`config.mk`:
```
export PLATFORM = sky130hd
export DESIGN_NAME = srocfg_bank
export DESIGN_NICKNAME = d
export VERILOG_FILES = /design/src/rtl/srocfg_pkg.sv /design/src/rtl/srocfg_bank.sv /design/src/rtl/srocfg_channel.sv
export SDC_FILE = /design/constraint.sdc
export NUM_CORES = 1
export LEC_CHECK = 0
export BUFFER_PORTS_ARGS = -buffer_cell sky130_fd_sc_hd__buf_2
export CORE_MARGIN = 2
export CORE_UTILIZATION = 59
export DETAILED_ROUTE_END_ITERATION = 8
export PLACE_DENSITY = 0.86
export SETUP_SLACK_MARGIN = 0.3
export SYNTH_ARGS = -nofsm -noshare
export SYNTH_HDL_FRONTEND = slang
export SYNTH_SLANG_ARGS = --single-unit
```
`constraint.sdc`:
```
create_clock -name clk_in -period 5.7 [get_ports clk_in]
set_input_delay 1.14 -clock clk_in [delete_from_list [all_inputs] [get_ports clk_in]]
set_output_delay 1.14 -clock clk_in [all_outputs]
set_load 0.02 [all_outputs]
```
`src/rtl/srocfg_pkg.sv`:
```
`default_nettype none
package srocfg_pkg;
  // Number of sysref capable outputs
  localparam int NUM_OUT = 8;
  localparam int ADDR_W = 8;
  localparam int DATA_W = 8;
  // Register map A: source select and delays
  localparam logic [7:0] ADDR_PHASE_A0 = 8'h28;
  localparam logic [7:0] ADDR_PHASE_A1 = 8'h29;
  localparam logic [7:0] ADDR_PHASE_A2 = 8'h2A;
  localparam logic [7:0] ADDR_PHASE_B0 = 8'h38;
  localparam logic [7:0] ADDR_PHASE_B1 = 8'h39;
  localparam logic [7:0] ADDR_PHASE_C0 = 8'h48;
  localparam logic [7:0] ADDR_PHASE_C1 = 8'h49;
  localparam logic [7:0] ADDR_PHASE_D = 8'h58;
  // Register map B: power, bias, format, amplitude
  localparam logic [7:0] ADDR_STATE_A0 = 8'h2C;
  localparam logic [7:0] ADDR_STATE_A1 = 8'h2D;
  localparam logic [7:0] ADDR_STATE_A2 = 8'h2E;
  localparam logic [7:0] ADDR_STATE_B0 = 8'h3C;
  localparam logic [7:0] ADDR_STATE_B1 = 8'h3D;
  localparam logic [7:0] ADDR_STATE_C0 = 8'h4C;
  localparam logic [7:0] ADDR_STATE_C1 = 8'h4D;
  localparam logic [7:0] ADDR_STATE_D = 8'h5C;
  // Shared enable register and global bias type register
  localparam logic [7:0] ADDR_ENABLE = 8'h76;
  localparam logic [7:0] ADDR_BIAS_TYPE = 8'h19;
  localparam int BIAS_TYPE_BIT = 7;
  // Phase register field positions
  localparam int FINE_LO_POS = 5;
  localparam int SRC_POS = 4;
  localparam int COARSE_POS = 1;
  localparam int FINE_HI_POS = 0;
  // State register field positions
  localparam int PD_POS = 7;
  localparam int BIAS_POS = 5;
  localparam int STYLE_POS = 4;
  localparam int AMP_POS = 2;
  // Reset values
  localparam logic RST_SRC = 1'h1;
  localparam logic [2:0] RST_COARSE = 3'h0;
  localparam logic [2:0] RST_FINE = 3'h0;
  localparam logic RST_BIAS = 1'h0;
  localparam logic [1:0] RST_AMP = 2'h0;
  localparam logic RST_PD = 1'h0;
  localparam logic RST_STYLE = 1'h0;
  localparam logic RST_EN = 1'h0;
  localparam logic RST_BIAS_TYPE = 1'h0;
  // Coarse delay step in picoseconds
  localparam int COARSE_STEP_PS = 254;
  // Format codes
  typedef enum logic {
    SROCFG_FMT_LVDS = 1'b0,
    SROCFG_FMT_LVPECL = 1'b1
  } srocfg_fmt_e;
  // Register bus request
  typedef struct packed {
    logic [7:0] addr;
    logic [7:0] wdata;
    logic wr;
    logic rd;
  } srocfg_bus_s;
  // Per-output field set
  typedef struct packed {
    logic src_sysref;
    logic [2:0] coarse;
    logic [2:0] fine;
    logic bias;
    logic [1:0] amp;
    logic pd;
    logic style;
    logic en;
  } srocfg_fields_s;
  // Effective per-output drive controls
  typedef struct packed {
    logic powered;
    logic toggling;
    logic lvpecl;
    logic [1:0] amp;
    logic bias_active;
    logic src_sysref;
    logic [2:0] coarse;
    logic [2:0] fine;
  } srocfg_drive_s;
endpackage
`default_nettype wire

```
`src/rtl/srocfg_bank.sv`:
```
`default_nettype none
module srocfg_bank #(
  parameter int NUM_OUTPUTS = srocfg_pkg::NUM_OUT
) (
  input wire logic clk_in,
  input wire logic srst_in,
  input wire srocfg_pkg::srocfg_bus_s bus_in,
  output logic [7:0] rdata_out,
  output logic bias_type_out,
  output wire srocfg_pkg::srocfg_drive_s [NUM_OUTPUTS-1:0] drive_out,
  output wire logic [NUM_OUTPUTS-1:0] clock_gate_out
);
  import srocfg_pkg::*;

  // Block overview
  // Software reaches eighteen byte registers over a plain strobe port.
  // A write lands at the edge that samples the write strobe.
  // A read is registered, so its data stand from the next cycle on.
  // Nothing here ever stalls the master; strobes may run back to back.
  // A read right after a write to the same byte sees the new value.
  //
  // Output order inside every per-output array
  // Index 0 is A0, then A1, A2, B0, B1, C0, C1, and index 7 is D.
  // The same order is used by the shared enable byte, reversed in bits.
  //
  // Phase byte of one output
  // Bit 7 is unused and reads as zero.
  // Bits 6 and 5 hold the two low bits of the fine delay code.
  // Bit 4 picks the source: low for the channel clock, high for sysref.
  // Bits 3 down to 1 hold the coarse delay code.
  // Bit 0 holds the top bit of the fine delay code.
  // The fine code is therefore split, and must be joined on every access.
  //
  // State byte of one output
  // Bit 7 powers the output down when high.
  // Bit 6 is unused and reads as zero.
  // Bit 5 asks for the LVDS cross-point bias.
  // Bit 4 selects the format: low for LVDS, high for LVPECL.
  // Bits 3 and 2 hold the amplitude code.
  // Bits 1 and 0 are unused and read as zero.
  //
  // Shared enable byte
  // One enable per output, A0 in bit 7 down to D in bit 0.
  // A cleared enable parks the output at logic low.
  //
  // Global bias type byte
  // Only bit 7 is stored here; other bits are dropped and read as zero.
  // A per-output bias request does nothing while this bit is clear.
  //
  // Unmapped addresses
  // Writes to them change nothing; reads from them return zero.
  //
  // Drive decode
  // The decode per output is purely combinational from the registers.
  // Power-down forces the toggle, format and amplitude controls to
  // their quiet values, so a powered-down output never looks active.
  // The bias decode is not gated by format: keeping bias off LVPECL
  // outputs is the configuring software's duty.
  // The coarse code is handed on as a code; the analog delay line
  // turns it into whole steps of 254 ps.
  //
  // Reset
  // The reset is synchronous and active high.
  // After it every output selects sysref, all delays are zero, bias is
  // off, amplitude is the smallest, format is LVDS, and all outputs are
  // powered up but disabled, so they sit low until software enables
  // them. The read data register also clears.
  //
  // Hazards
  // Write and read strobes never come together; if they did, the read
  // would return the old value because the write lands at the same edge.
  // The read data hold until the next read strobe; a user must not
  // depend on that hold, it is only a side effect of the enable.

  // Phase and state register addresses per output, index 0 is A0
  localparam logic [7:0] PHASE_ADDR [8] = '{ADDR_PHASE_A0, ADDR_PHASE_A1, ADDR_PHASE_A2,
    ADDR_PHASE_B0, ADDR_PHASE_B1, ADDR_PHASE_C0, ADDR_PHASE_C1, ADDR_PHASE_D};
  localparam logic [7:0] STATE_ADDR [8] = '{ADDR_STATE_A0, ADDR_STATE_A1, ADDR_STATE_A2,
    ADDR_STATE_B0, ADDR_STATE_B1, ADDR_STATE_C0, ADDR_STATE_C1, ADDR_STATE_D};

  // Stored fields of every output
  srocfg_fields_s fields [NUM_OUTPUTS];
  // Global bias type bit
  logic bias_type;
  // Read mux result per output, ORed together
  logic [7:0] phase_rd [NUM_OUTPUTS];
  logic [7:0] state_rd [NUM_OUTPUTS];
  logic [NUM_OUTPUTS-1:0] phase_hit;
  logic [NUM_OUTPUTS-1:0] state_hit;
  // Combined read value
  logic [7:0] next_rdata;

  // Global bias type register
  always_ff @(posedge clk_in) begin
    if (srst_in) begin
      bias_type <= RST_BIAS_TYPE;
    end else if (bus_in.wr && bus_in.addr == ADDR_BIAS_TYPE) begin
      bias_type <= bus_in.wdata[BIAS_TYPE_BIT];
    end
  end
  assign bias_type_out = bias_type;

  // One field set per output
  for (genvar i = 0; i < NUM_OUTPUTS; i++) begin : g_out
    assign phase_hit[i] = bus_in.addr == PHASE_ADDR[i];
    assign state_hit[i] = bus_in.addr == STATE_ADDR[i];

    // Field storage for output i
    always_ff @(posedge clk_in) begin
      if (srst_in) begin
        // Defaults after reset
        fields[i].src_sysref <= RST_SRC;
        fields[i].coarse <= RST_COARSE;
        fields[i].fine <= RST_FINE;
        fields[i].bias <= RST_BIAS;
        fields[i].amp <= RST_AMP;
        fields[i].pd <= RST_PD;
        fields[i].style <= RST_STYLE;
        fields[i].en <= RST_EN;
      end else if (bus_in.wr) begin
        // Phase register: fine delay split across bit 0 and bits 6:5
        if (phase_hit[i]) begin
          fields[i].src_sysref <= bus_in.wdata[SRC_POS];
          fields[i].coarse <= bus_in.wdata[COARSE_POS +: 3];
          fields[i].fine <= {bus_in.wdata[FINE_HI_POS], bus_in.wdata[FINE_LO_POS +: 2]};
        end
        // State register
        if (state_hit[i]) begin
          fields[i].pd <= bus_in.wdata[PD_POS];
          fields[i].bias <= bus_in.wdata[BIAS_POS];
          fields[i].style <= bus_in.wdata[STYLE_POS];
          fields[i].amp <= bus_in.wdata[AMP_POS +: 2];
        end
        // Shared enable register, A0 in bit 7 down to D in bit 0
        if (bus_in.addr == ADDR_ENABLE) begin
          fields[i].en <= bus_in.wdata[7-i];
        end
      end
    end

    // Read-back images, reserved bits zero
    assign phase_rd[i] = phase_hit[i] ? {1'b0, fields[i].fine[1:0], fields[i].src_sysref,
      fields[i].coarse, fields[i].fine[2]} : 8'h00;
    assign state_rd[i] = state_hit[i] ? {fields[i].pd, 1'b0, fields[i].bias, fields[i].style,
      fields[i].amp, 2'h0} : 8'h00;

    // Effective drive decode
    srocfg_channel u_chan (
      .fields_in(fields[i]),
      .bias_type_in(bias_type),
      .drive_out(drive_out[i])
    );

    // Output clock gate: powered and enabled, else held low
    assign clock_gate_out[i] = drive_out[i].toggling;
  end

  // Read data combine
  always_comb begin
    next_rdata = 8'h00;
    for (int i = 0; i < NUM_OUTPUTS; i++) begin
      next_rdata = next_rdata | phase_rd[i] | state_rd[i];
      if (bus_in.addr == ADDR_ENABLE) begin
        next_rdata[7-i] = fields[i].en;
      end
    end
    if (bus_in.addr == ADDR_BIAS_TYPE) begin
      next_rdata[BIAS_TYPE_BIT] = bias_type;
    end
  end

  // Read data register, valid the cycle after the read strobe
  always_ff @(posedge clk_in) begin
    if (srst_in) begin
      rdata_out <= 8'h00;
    end else if (bus_in.rd) begin
      rdata_out <= next_rdata;
    end
  end
endmodule
`default_nettype wire

```
`src/rtl/srocfg_channel.sv`:
```
`default_nettype none
// Turns one output's stored fields into its effective drive controls
module srocfg_channel (
  input wire srocfg_pkg::srocfg_fields_s fields_in,
  input wire logic bias_type_in,
  output srocfg_pkg::srocfg_drive_s drive_out
);
  import srocfg_pkg::*;

  // Combinational decode of one output
  always_comb begin
    drive_out.src_sysref = fields_in.src_sysref;
    drive_out.coarse = fields_in.coarse;
    drive_out.fine = fields_in.fine;
    // Bias only with the global type bit set
    drive_out.bias_active = fields_in.bias & bias_type_in;
    drive_out.powered = ~fields_in.pd;
    if (fields_in.pd) begin
      // Powered down: format, enable and amplitude ignored
      drive_out.toggling = 1'b0;
      drive_out.lvpecl = SROCFG_FMT_LVDS;
      drive_out.amp = RST_AMP;
    end else begin
      drive_out.toggling = fields_in.en;
      drive_out.lvpecl = fields_in.style;
      drive_out.amp = fields_in.amp;
    end
  end
endmodule
`default_nettype wire

```
# Word level (Yosys, flattened, before mapping)
# Memory sizes are Yosys's and may differ from the RTL's.
# Cells that the tools add are included.
# op_classes
n_eq_ne	18
mux	167
bitwise_logic	95
reduce_logical	1
# ops
cell	n
$mux 1	119
$eq 8x6->1 const B	10
$mux 8	8
$or 1x1->1	64
$eq 8x7->1 const B	7
$mux 7	8
$or 8x7->8	7
$or 8x8->8	7
$mux 3	16
$mux 4	8
$mux 2	8
$and 1x1->1	8
$eq 8x5->1 const B	1
$not 1->1	8
$or 7x8->8	1
$logic_and 1x1->1	1
# totals
reg_bits	9
ramBits	104
output_inout_bits	121
elab_cells	284
memories	1
# mem_list
name	words	word_bits	read_ports	rd_clocked_by_memory_dff	wr	line_no	source
fields	8	13	8	0	8	srocfg_bank.sv:82	srocfg_fields_s fields [NUM_OUTPUTS];

# Logic depth before layout (Yosys ltp)
# Gate-level depths: netlist of run 1.
# logic_depth
depth_word	25
depth_mapped	8
depth_no_buf	5

# By module
# A second synthesis of run 1 with hierarchy kept.
# unflattened
cells_unflattened	580
area_unflattened_um2	6302.3
# by_module_without_submodules
mod	n_inst	cells_each	area_each_um2	seq_area_each_um2
srocfg_bank	1	476	5601.6	3293.2
srocfg_channel	8	13	87.6	0.0

# Worst setup path before layout of run 1
# Ideal clock, no wire load.
# synth_timing
path_kind	input to register
startpoint	input bus_in[11] (netlist bit)
endpoint	memory fields[1][32] (netlist bit) (enable)
setup_time_ps	371
arrival_ps	2502
required_time_ps	5329
setup_slack_ps	2827
stages	4
path_buffers	1
path_cell_list	clkbuf_1 -> nor4bb_1 -> nand2_1 -> o21bai_1
# synth_lines
item	line_no	source
start: declaration	srocfg_bank.sv:7	input wire srocfg_pkg::srocfg_bus_s bus_in,
end: declaration	srocfg_bank.sv:82	

==> results of run 1 <==
[registers in the layout (all words and copies together), names as in the netlist]
signal and cells:
bias_type_out 1, rdata_out 8, fields 104
[through the flow]
step           hold slack (ns)  utilization  instance area, um^2  setup WS [ns]
6_report                 0.491        0.697                 7230           2.72
5_1_grt                  0.501        0.697                 7230           2.58
4_1_cts                  0.484        0.697                 7230           2.78
3_5_place_dp             0.477        0.636                 6600           2.26
3_3_place_gp             0.481        0.636                 6600           2.34
2_1_floorplan            0.483            -                 6310           2.83
[logic make-up (layout without fill, tap and decap cells)]
group           after synthesis  in the layout
simple gates                245            245
compound gates               83             83
flops                       113            113
buf+inv                     109            189
mux                          22             22
[synthesized netlist by cell type, types with 6 or more instances]
cell	instances
sky130_fd_sc_hd__inv_1	12
sky130_fd_sc_hd__nor3_1	14
sky130_fd_sc_hd__o22ai_1	7
sky130_fd_sc_hd__dfxtp_1	10
sky130_fd_sc_hd__nor2_1	28
sky130_fd_sc_hd__buf_4	64
sky130_fd_sc_hd__mux2_2	8
sky130_fd_sc_hd__nor2b_1	36
sky130_fd_sc_hd__buf_2	7
sky130_fd_sc_hd__nand3_1	7
sky130_fd_sc_hd__edfxtp_1	103
sky130_fd_sc_hd__and3_1	14
sky130_fd_sc_hd__clkbuf_1	24
sky130_fd_sc_hd__a21oi_1	11
sky130_fd_sc_hd__a311oi_1	6
sky130_fd_sc_hd__mux2i_1	14
sky130_fd_sc_hd__nand2_1	22
sky130_fd_sc_hd__o21bai_1	11
sky130_fd_sc_hd__and2_1	82
sky130_fd_sc_hd__a22oi_1	16
sky130_fd_sc_hd__nand2b_1	7
[how the worst min path moves through the flow]
stage                              from             to  cells after the start
after floorplan           fields[1][12]  fields[1][12]                      1
after global placement     rdata_out[7]   rdata_out[7]                      2
after detailed placement   rdata_out[7]   rdata_out[7]                      2
after CTS                  rdata_out[7]   rdata_out[7]                      2
after global routing       rdata_out[7]   rdata_out[7]                      2
final                      rdata_out[7]   rdata_out[7]                      2
[power groups by stage]
| stage | logic [mW] | registers, mW | clock network [mW] |
|---|---|---|---|
| floorplan | 0.172 | 0.980 | 0 |
| global placement | 0.223 | 0.997 | 0 |
| detailed placement | 0.225 | 0.998 | 0 |
| CTS | 0.226 | 0.981 | 1.14 |
| global route | 0.242 | 0.985 | 1.18 |
| finish | 0.230 | 0.984 | 1.14 |
[metal layers]
layer  vias to the layer above  wire, um  GRT usage
li1                       2142         -          -
met1                      2405      7450      0.493
met2                       419      9050      0.528
met3                        62      2400     0.0823
met4                         0       631      0.136
met5                         -         0          0
[critical path, stage by stage]
cell and delay (ns):
sky130_fd_sc_hd__buf_2 0.55, sky130_fd_sc_hd__nand4b_1 0.26, sky130_fd_sc_hd__nor4b_4 0.78, sky130_fd_sc_hd__a21o_1 0.42
[final cells by class]
cell class                      instances  area, um^2
Sequential cell                       113        3290
Fill cell                             760        3140
Multi-Input combinational cell        350        2350
Timing Repair Buffer                  145         738
Clock buffer                           19         422
Clock inverter                         13         210
Tap cell                              136         170
Inverter                               12        45.0
==> results_dict.tcl, run 1 <==
set metrics [dict create \
    fin_crit_ns 2.98 \
    hpwlAfterDp_mm 14.0 \
    power.internal_mw 1.77 \
    number_of_global_route_vias_before_repair 4696 \
    timing.slew.headroom 0.316 \
    share_clk_of_total_power 0.484 \
    cts.sinks 113 \
    netSwitchingPower_mw 0.585 \
    max_slew.worst_pin.slew_ns 1.02 \
    max_freq_mhz 336 \
    worst_setup_path_startpoint "bus_in[12]" \
    synth_sequential_area_ratio 0.522 \
    rr_endpoint "rdata_out[7]" \
    initial_antenna_violation_count 0 \
    run_status "completed" \
    synth_nets 592 \
    final_max_slew_viol_count 0 \
    initial_standard_cell_utilization_of_the_core 0.609 \
    num_vias 5028 \
    crit_type "in -> reg" \
    synth.distinct_cells 57 \
    routed_wire_per_std_cell_um 24.8 \
    cell_type_with_the_largest_total_area_after_synthesis "sky130_fd_sc_hd__edfxtp_1" \
    gp_congestion 1.05 \
    synth-edff-count 103 \
    power.sequential.fraction 0.418 \
    cts_tree "yes" \
    synth.area.mux_share 0.0365 \
    insertion_delay_ns 0.53 \
    synth_top_flop_cell "sky130_fd_sc_hd__edfxtp_1" \
    crit_required_ns 5.89 \
    die-area_mm2 0.0115 \
    totalWireLength_mm 19.5 \
    regToRegSetupSlack_ns 3.93 \
    final_common_cell "sky130_fd_sc_hd__buf_2" \
    die_w_um 107 \
    crit_fanout 31 \
    cts.htree.levels 4 \
    synthCells 572 \
    max_cap_viol_count 0 \
    pin_count_of_the_biggest_net_entering_global_routing 32 \
    power.static_leakage_nw 2.87 \
    critPathArrivalTime_ns 3.17 \
    synth_top_area_share 0.490 \
    share_of_synthesized_cell_area_in_full_adder_half_adder_and_majority_cells 0 \
    layout.cells.non_filler 788 \
    cts_max_path_buffers 2 \
    floorplan.core_area_mm2 0.0104 \
    share_of_the_synthesized_area_in_compound_gates_ao_oa_aoi_oai 0.0971 \
    yosys_register_bits 113 \
    postCtsResizedCells 0 \
    globalRouteTotalUtil 0.350 \
    io_pins 141 \
    postCtsSetupBuffers 0 \
    antenna_cells 0 \
    portBuffers 140 \
    cts-buffers-inserted 17 \
    design.final.nets 659 \
    power_frac_comb 0.098 \
    synth_top_family_by_area "simple AND/OR/NAND/NOR gates" \
    final.setup_skew_ns 0.00515 \
    setup.worst_path.end "fields[0][13]" \
    core_rows 37 \
    placed_cells_incl_taps 756 \
    synthesis.area_mm2 0.00631 \
    route.antenna.remaining_nets 0 \
    finalHoldViolCount 0 \
    p_sw_frac 0.249 \
    cts_root_buf "sky130_fd_sc_hd__clkbuf_8" \
    postSynth.asyncResetShare 0 \
    total_power_mw 2.35 \
    worstReg2RegStart "fields[1][41]" \
    timing.final.crit_share 0.522 \
    yosys.area_share.xor_xnor 0 \
    critical_path_startpoint_category "primary input" \
    cts.clk_slew.worst_paths_ns 0.06 \
    first_iter_violations 593 \
    grt_setup_unrepaired "false" \
    detail_route.vias_per_cell 6.38 \
    yosys.area_share.simple 0.238 \
    synth.area.top_cells "sky130_fd_sc_hd__edfxtp_1, sky130_fd_sc_hd__and2_1, sky130_fd_sc_hd__buf_4" \
    timing.reg2reg.worst_path_depth 5 \
    die_height_um 107 \
    drc 0 \
    detail_route.first_pass.iterations 6 \
    fin_tns_setup_ns 0 \
    timing.final.setup_violations 0 \
    global_route.overflow_total 0 \
    most-common-layout-cells "sky130_fd_sc_hd__buf_2, sky130_fd_sc_hd__edfxtp_1, sky130_fd_sc_hd__and2_1" \
    syn_to_final_growth_pct 14.5 \
    average_size_of_a_mapped_cell_um2 11.0 \
    post_cts_hold_buffer_count 0 \
    worst_ir_drop_vdd_uv 240 \
    ys_warn_count 0 \
    cp-end-kind "flop" \
    holdCritPathClass "reg -> reg" \
    grt_pass1_wl_mm 28.8 \
    drive_above_1_share 0.294 \
    power.density_cell_area_mw_per_mm2 325 \
]
No activity file was read; power rests on OpenSTA's default activity.
==> run 2, diff against run 1 <==
CORE_UTILIZATION = 50   (was 59)
PLACE_DENSITY = 0.78   (was 0.86)
clock period = 2.7 ns   (was 5.7 ns; I/O delays follow)
==> run 2 against run 1 <==
Die area rose by 17%; first-iteration DRC count fell by 14%; sequential share of layout area down 1.2 points; cell count grew 8.0%; utilization is 10 points lower; design area increased by 2.6%; clock power grew 89%; via count decreased by 1.3%; largest cell class unchanged.
==> results_dict.tcl, run 2 (synthesis results as in run 1) <==
set metrics [dict create \
    insertion_delay_ns 0.41 \
    cts_tree "yes" \
    cts.clk_slew.worst_paths_ns 0.05 \
    timing.reg2reg.worst_path_depth 6 \
    global_route.overflow_total 0 \
    cts.htree.levels 4 \
    power.density_cell_area_mw_per_mm2 637 \
    gp_congestion 0.975 \
    power_frac_comb 0.106 \
    timing.slew.headroom 0.506 \
    cp-end-kind "flop" \
    crit_fanout 19 \
    drive_above_1_share 0.324 \
    power.static_leakage_nw 2.98 \
    max_cap_viol_count 0 \
    final.setup_skew_ns 0.00610 \
    timing.final.setup_violations 0 \
    pin_count_of_the_biggest_net_entering_global_routing 21 \
    floorplan.core_area_mm2 0.0125 \
    initial_antenna_violation_count 0 \
    holdPathStages 2 \
    grt_setup_unrepaired "false" \
    timing.final.crit_share 0.797 \
    share_clk_of_total_power 0.456 \
    die-area_mm2 0.0135 \
    cts_max_path_buffers 2 \
    power.sequential.fraction 0.438 \
    cts-buffers-inserted 17 \
    worst_ir_drop_vdd_uv 407 \
    route.antenna.remaining_nets 0 \
    antenna_cells 0 \
    cts.sinks 113 \
    die_w_um 116 \
    core_rows 41 \
    finalHoldWorstSlack_ns 0.459 \
    worstPathCellList "buf_2 -> or4b_4 -> nor4b_4 -> a22oi_1 -> a221o_1 -> a21oi_1" \
    totalWireLength_mm 19.1 \
    hpwlAfterDp_mm 14.1 \
    die_height_um 116 \
    crit_type "in -> reg" \
    detail_route.vias_per_cell 5.83 \
    max_slew.worst_pin.slew_ns 0.741 \
    cts_root_buf "sky130_fd_sc_hd__clkbuf_16" \
    power.internal_mw 3.51 \
    holdCritPathClass "in -> reg" \
    io_pins 141 \
    largest-register "fields" \
    post_cts_hold_buffer_count 0 \
    fin_tns_setup_ns 0 \
    first_iter_violations 511 \
    drc 0 \
    portBuffers 140 \
    grt_pass1_wl_mm 27.6 \
    syn_to_final_growth_pct 17.5 \
    total_power_mw 4.73 \
    postCtsResizedCells 0 \
    most-common-layout-cells "sky130_fd_sc_hd__buf_2, sky130_fd_sc_hd__edfxtp_1, sky130_fd_sc_hd__and2_1" \
    postCtsSetupBuffers 0 \
    crit_required_ns 3.04 \
    run_status "completed" \
    design.final.nets 686 \
    final_common_cell "sky130_fd_sc_hd__buf_2" \
    detail_route.first_pass.iterations 5 \
    final_max_slew_viol_count 0 \
    num_vias 4961 \
    critical_path_startpoint_category "primary input" \
    initial_standard_cell_utilization_of_the_core 0.506 \
    finalHoldViolCount 0 \
    number_of_global_route_vias_before_repair 4548 \
    fin_crit_ns 2.15 \
    p_sw_frac 0.258 \
    number_of_flip_flops_under_the_largest_register_name 104 \
    cp_slowest_stage_delay_ns 0.63 \
    globalRouteTotalUtil 0.287 \
    netSwitchingPower_mw 1.22 \
    max_freq_mhz 464 \
    critPathArrivalTime_ns 2.50 \
    routed_wire_per_std_cell_um 22.4 \
    critical_path.slowest_cell "sky130_fd_sc_hd__or4b_4" \
]
## run 2: changes by cell type in the layout (fill, tap and decap cells not counted)
cell                        delta
sky130_fd_sc_hd__bufinv_16     -3
sky130_fd_sc_hd__clkinv_1      -1
sky130_fd_sc_hd__clkinv_2      +3
sky130_fd_sc_hd__clkinv_4      +2
sky130_fd_sc_hd__buf_4        +27
sky130_fd_sc_hd__clkbuf_8      -1
sky130_fd_sc_hd__inv_6         -1
sky130_fd_sc_hd__clkbuf_16     +1
## run 2: final cells by class
| cell class | count | area, um^2 |
|---|---|---|
| Clock buffer | 19 | 433 |
| Tap cell | 172 | 215 |
| Multi-Input combinational cell | 350 | 2350 |
| Fill cell | 1048 | 5040 |
| Inverter | 12 | 45.0 |
| Timing Repair Buffer | 172 | 941 |
| Clock inverter | 13 | 140 |
| Sequential cell | 113 | 3290 |
## run 2: final timing paths
check / from / to / slack (ns)
setup reg to reg: fields[0][19] / rdata_out[5] / 0.89
hold reg to reg: rdata_out[7] / rdata_out[7] / 0.48
hold / removal: bus_in[6] / fields[0][39] / 0.46
setup / recovery: bus_in[15] / rdata_out[0] / 0.55
## run 2: critical path, delay by kind of cell
kind,cells,cell delay (ns)
buffers and inverters,1,0.28
AOI/OAI and AO/OA,3,0.63
and+or+nand+nor,2,1.04
## run 2: power groups by stage
| stage | Clock, mW | Sequential [mW] | Combinational [mW] |
|---|---|---|---|
| 6_report | 2.16 | 2.07 | 0.499 |
| 3_3_place_gp | 0 | 2.10 | 0.490 |
| 4_1_cts | 2.16 | 2.07 | 0.496 |
| 2_1_floorplan | 0 | 2.07 | 0.363 |
| 5_1_grt | 2.24 | 2.08 | 0.529 |
| 3_5_place_dp | 0 | 2.10 | 0.494 |
## run 2: layer usage
layer | vias to the layer above | GRT usage | part of all wire
met5 | - | 0 | 0
met1 | 2390 | 0.401 | 0.41
li1 | 2199 | - | -
met4 | 0 | 0.116 | 0.025
met3 | 36 | 0.0566 | 0.094
met2 | 336 | 0.441 | 0.47
## run 2: stage by stage
stage	cell area, um^2	instances	setup slack, ns	utilization
global placement	6850	819	0.233	0.549
CTS	7420	851	0.586	0.595
floorplan	6310	572	0.427	-
finish	7420	851	0.547	0.595
detailed placement	6850	819	0.200	0.549
global route	7420	851	0.416	0.595
==> run 3, diff against run 2 <==
clock period = 1.9 ns   (was 2.7 ns; I/O delays follow)
==> run 3 against run 2 <==
Total power rose by 47%; sequential share of layout area down 6.4 points; critical path depth increased by 1; register-to-register slack lost 0.63 ns; count of clock-buffer cells in the layout up 5; wire length increased by 13%; worst hold slack worse by 0.14 ns; utilization grew 10 points.
==> results_dict.tcl, run 3 (synthesis results as in run 1) <==
set metrics [dict create \
    gp_congestion 0.969 \
    design.final.nets 760 \
    final.setup_skew_ns 0.00688 \
    number_of_global_route_vias_before_repair 5256 \
    cts.htree.levels 4 \
    timing.final.crit_share 0.899 \
    worstReg2RegStart "fields[0][18]" \
    number_of_flip_flops_under_the_largest_register_name 104 \
    area.sequential_mm2 0.00330 \
    detail_route.vias_per_cell 5.89 \
    max_slew.worst_pin.slew_ns 0.452 \
    timing.slew.headroom 0.699 \
    crit_fanout 4 \
    max_cap_viol_count 0 \
    die-area_mm2 0.0135 \
    cp-end-kind "flop" \
    worst_ir_drop_vdd_uv 552 \
    max_freq_mhz 585 \
    total_power_mw 6.94 \
    io_pins 141 \
    detail_route.first_pass.iterations 5 \
    portBuffers 140 \
    cts_max_path_buffers 2 \
    syn_to_final_growth_pct 37.6 \
    place_area_mm2 0.00745 \
    die_height_um 116 \
    fill_cell_instance_count_of_the_final_layout 897 \
    global_route.overflow_total 0 \
    largest-register "fields" \
    cts.clk_slew.worst_paths_ns 0.05 \
    timing.final.setup_violations 0 \
    multiInputGateArea_mm2 0.00277 \
    totalWireLength_mm 21.5 \
    cts-buffers-inserted 17 \
    initial_antenna_violation_count 0 \
    fin_tns_setup_ns 0 \
    post_cts_hold_buffer_count 0 \
    critical_path_startpoint_category "primary input" \
    floorplan.core_area_mm2 0.0125 \
    power.static_leakage_nw 3.57 \
    holdPathStages 2 \
    hold_start "bus_in[6]" \
    final_cell_area_mm2 0.00868 \
    globalRouteTotalUtil 0.315 \
    antenna_cells 0 \
    grt_setup_unrepaired "true" \
    hpwlAfterDp_mm 15.2 \
    cts.sinks 113 \
    drive_above_1_share 0.467 \
    crit_type "in -> reg" \
    finalHoldWorstSlack_ns 0.315 \
    num_vias 5450 \
    timing.reg2reg.worst_path_depth 6 \
    most-common-layout-cells "sky130_fd_sc_hd__buf_4, sky130_fd_sc_hd__edfxtp_1, sky130_fd_sc_hd__buf_2" \
    first_iter_violations 405 \
    insertion_delay_ns 0.42 \
    fin_crit_ns 1.71 \
    run_status "completed" \
    routed_wire_per_std_cell_um 23.2 \
    preCtsSetupSlack_ns -0.565 \
    pin_count_of_the_biggest_net_entering_global_routing 19 \
    die_w_um 116 \
    final_max_slew_viol_count 0 \
    core_rows 41 \
    regToRegSetupSlack_ns 0.26 \
    route.antenna.remaining_nets 0 \
    grt_pass1_wl_mm 30.5 \
    cts_root_buf "sky130_fd_sc_hd__clkbuf_16" \
    layout.cells.non_filler 925 \
    holdCritPathClass "in -> reg" \
    crit_required_ns 2.25 \
    power.density_cell_area_mw_per_mm2 799 \
    final_common_cell "sky130_fd_sc_hd__buf_4" \
    placed_cells_incl_taps 874 \
    drc 0 \
    finalHoldViolCount 0 \
    rr_endpoint "rdata_out[5]" \
    min_setup_slack_post_route_ns 0.192 \
    fin_util 0.697 \
    cts_tree "yes" \
    initial_standard_cell_utilization_of_the_core 0.506 \
    worst_hold_path.endpoint "fields[0][39]" \
    critPathArrivalTime_ns 2.06 \
]
==> run 3: cell types whose count changed in the layout (fill, tap and decap cells not counted), sizes merged <==
cell / previous run / this run
clkinvlp: 4 / 0
clkinv: 7 / 6
clkbuf: 19 / 25
buf: 172 / 245
==> run 3: layout make-up <==
class                      count  share of cell area
timing repair buffer         246               0.208
multi-input combinational    350               0.319
clock buffer                  24              0.0532
inverter                      12             0.00519
sequential                   113               0.380
tap                          172              0.0248
clock inverter                 8              0.0101
==> run 3: critical path, stage by stage <==
cell and delay [ns]:
sky130_fd_sc_hd__buf_8 0.10, sky130_fd_sc_hd__or4b_4 0.59, sky130_fd_sc_hd__buf_4 0.19, sky130_fd_sc_hd__o22ai_1 0.23, sky130_fd_sc_hd__a22oi_2 0.09, sky130_fd_sc_hd__a221o_1 0.34, sky130_fd_sc_hd__a21oi_2 0.14
==> run 3: power breakdown <==
group | switching (mW) | total, mW | internal (mW)
sequential | 0.105 | 2.94 | 2.83
combinational | 0.566 | 0.965 | 0.399
clock | 1.10 | 3.04 | 1.94
total | 1.77 | 6.94 | 5.18
==> run 3: how the worst max path moves through the flow <==
stage / from / end / cells past startpoint
after floorplan: bus_in[15] / fields[0][27] / 6
after CTS: bus_in[17] / rdata_out[0] / 6
after global placement: bus_in[12] / rdata_out[5] / 9
after global routing: bus_in[17] / rdata_out[0] / 6
final: bus_in[17] / rdata_out[0] / 7
after detailed placement: bus_in[12] / rdata_out[5] / 9
==> run 3: repair_timing <==
action / CTS / global route
setup buffers: 15 / 4
endpoints found under the setup margin: 80 / 138
resized for setup: 76 / 82
pin swaps: 9 / 21
==> run 3: per-layer routing <==
layer / vias to the layer above / GRT usage / part of all wire
met2: 357 / 0.490 / 0.47
met1: 2657 / 0.417 / 0.40
met5: - / 0 / 0
li1: 2352 / - / -
met3: 84 / 0.0623 / 0.088
met4: 0 / 0.175 / 0.049
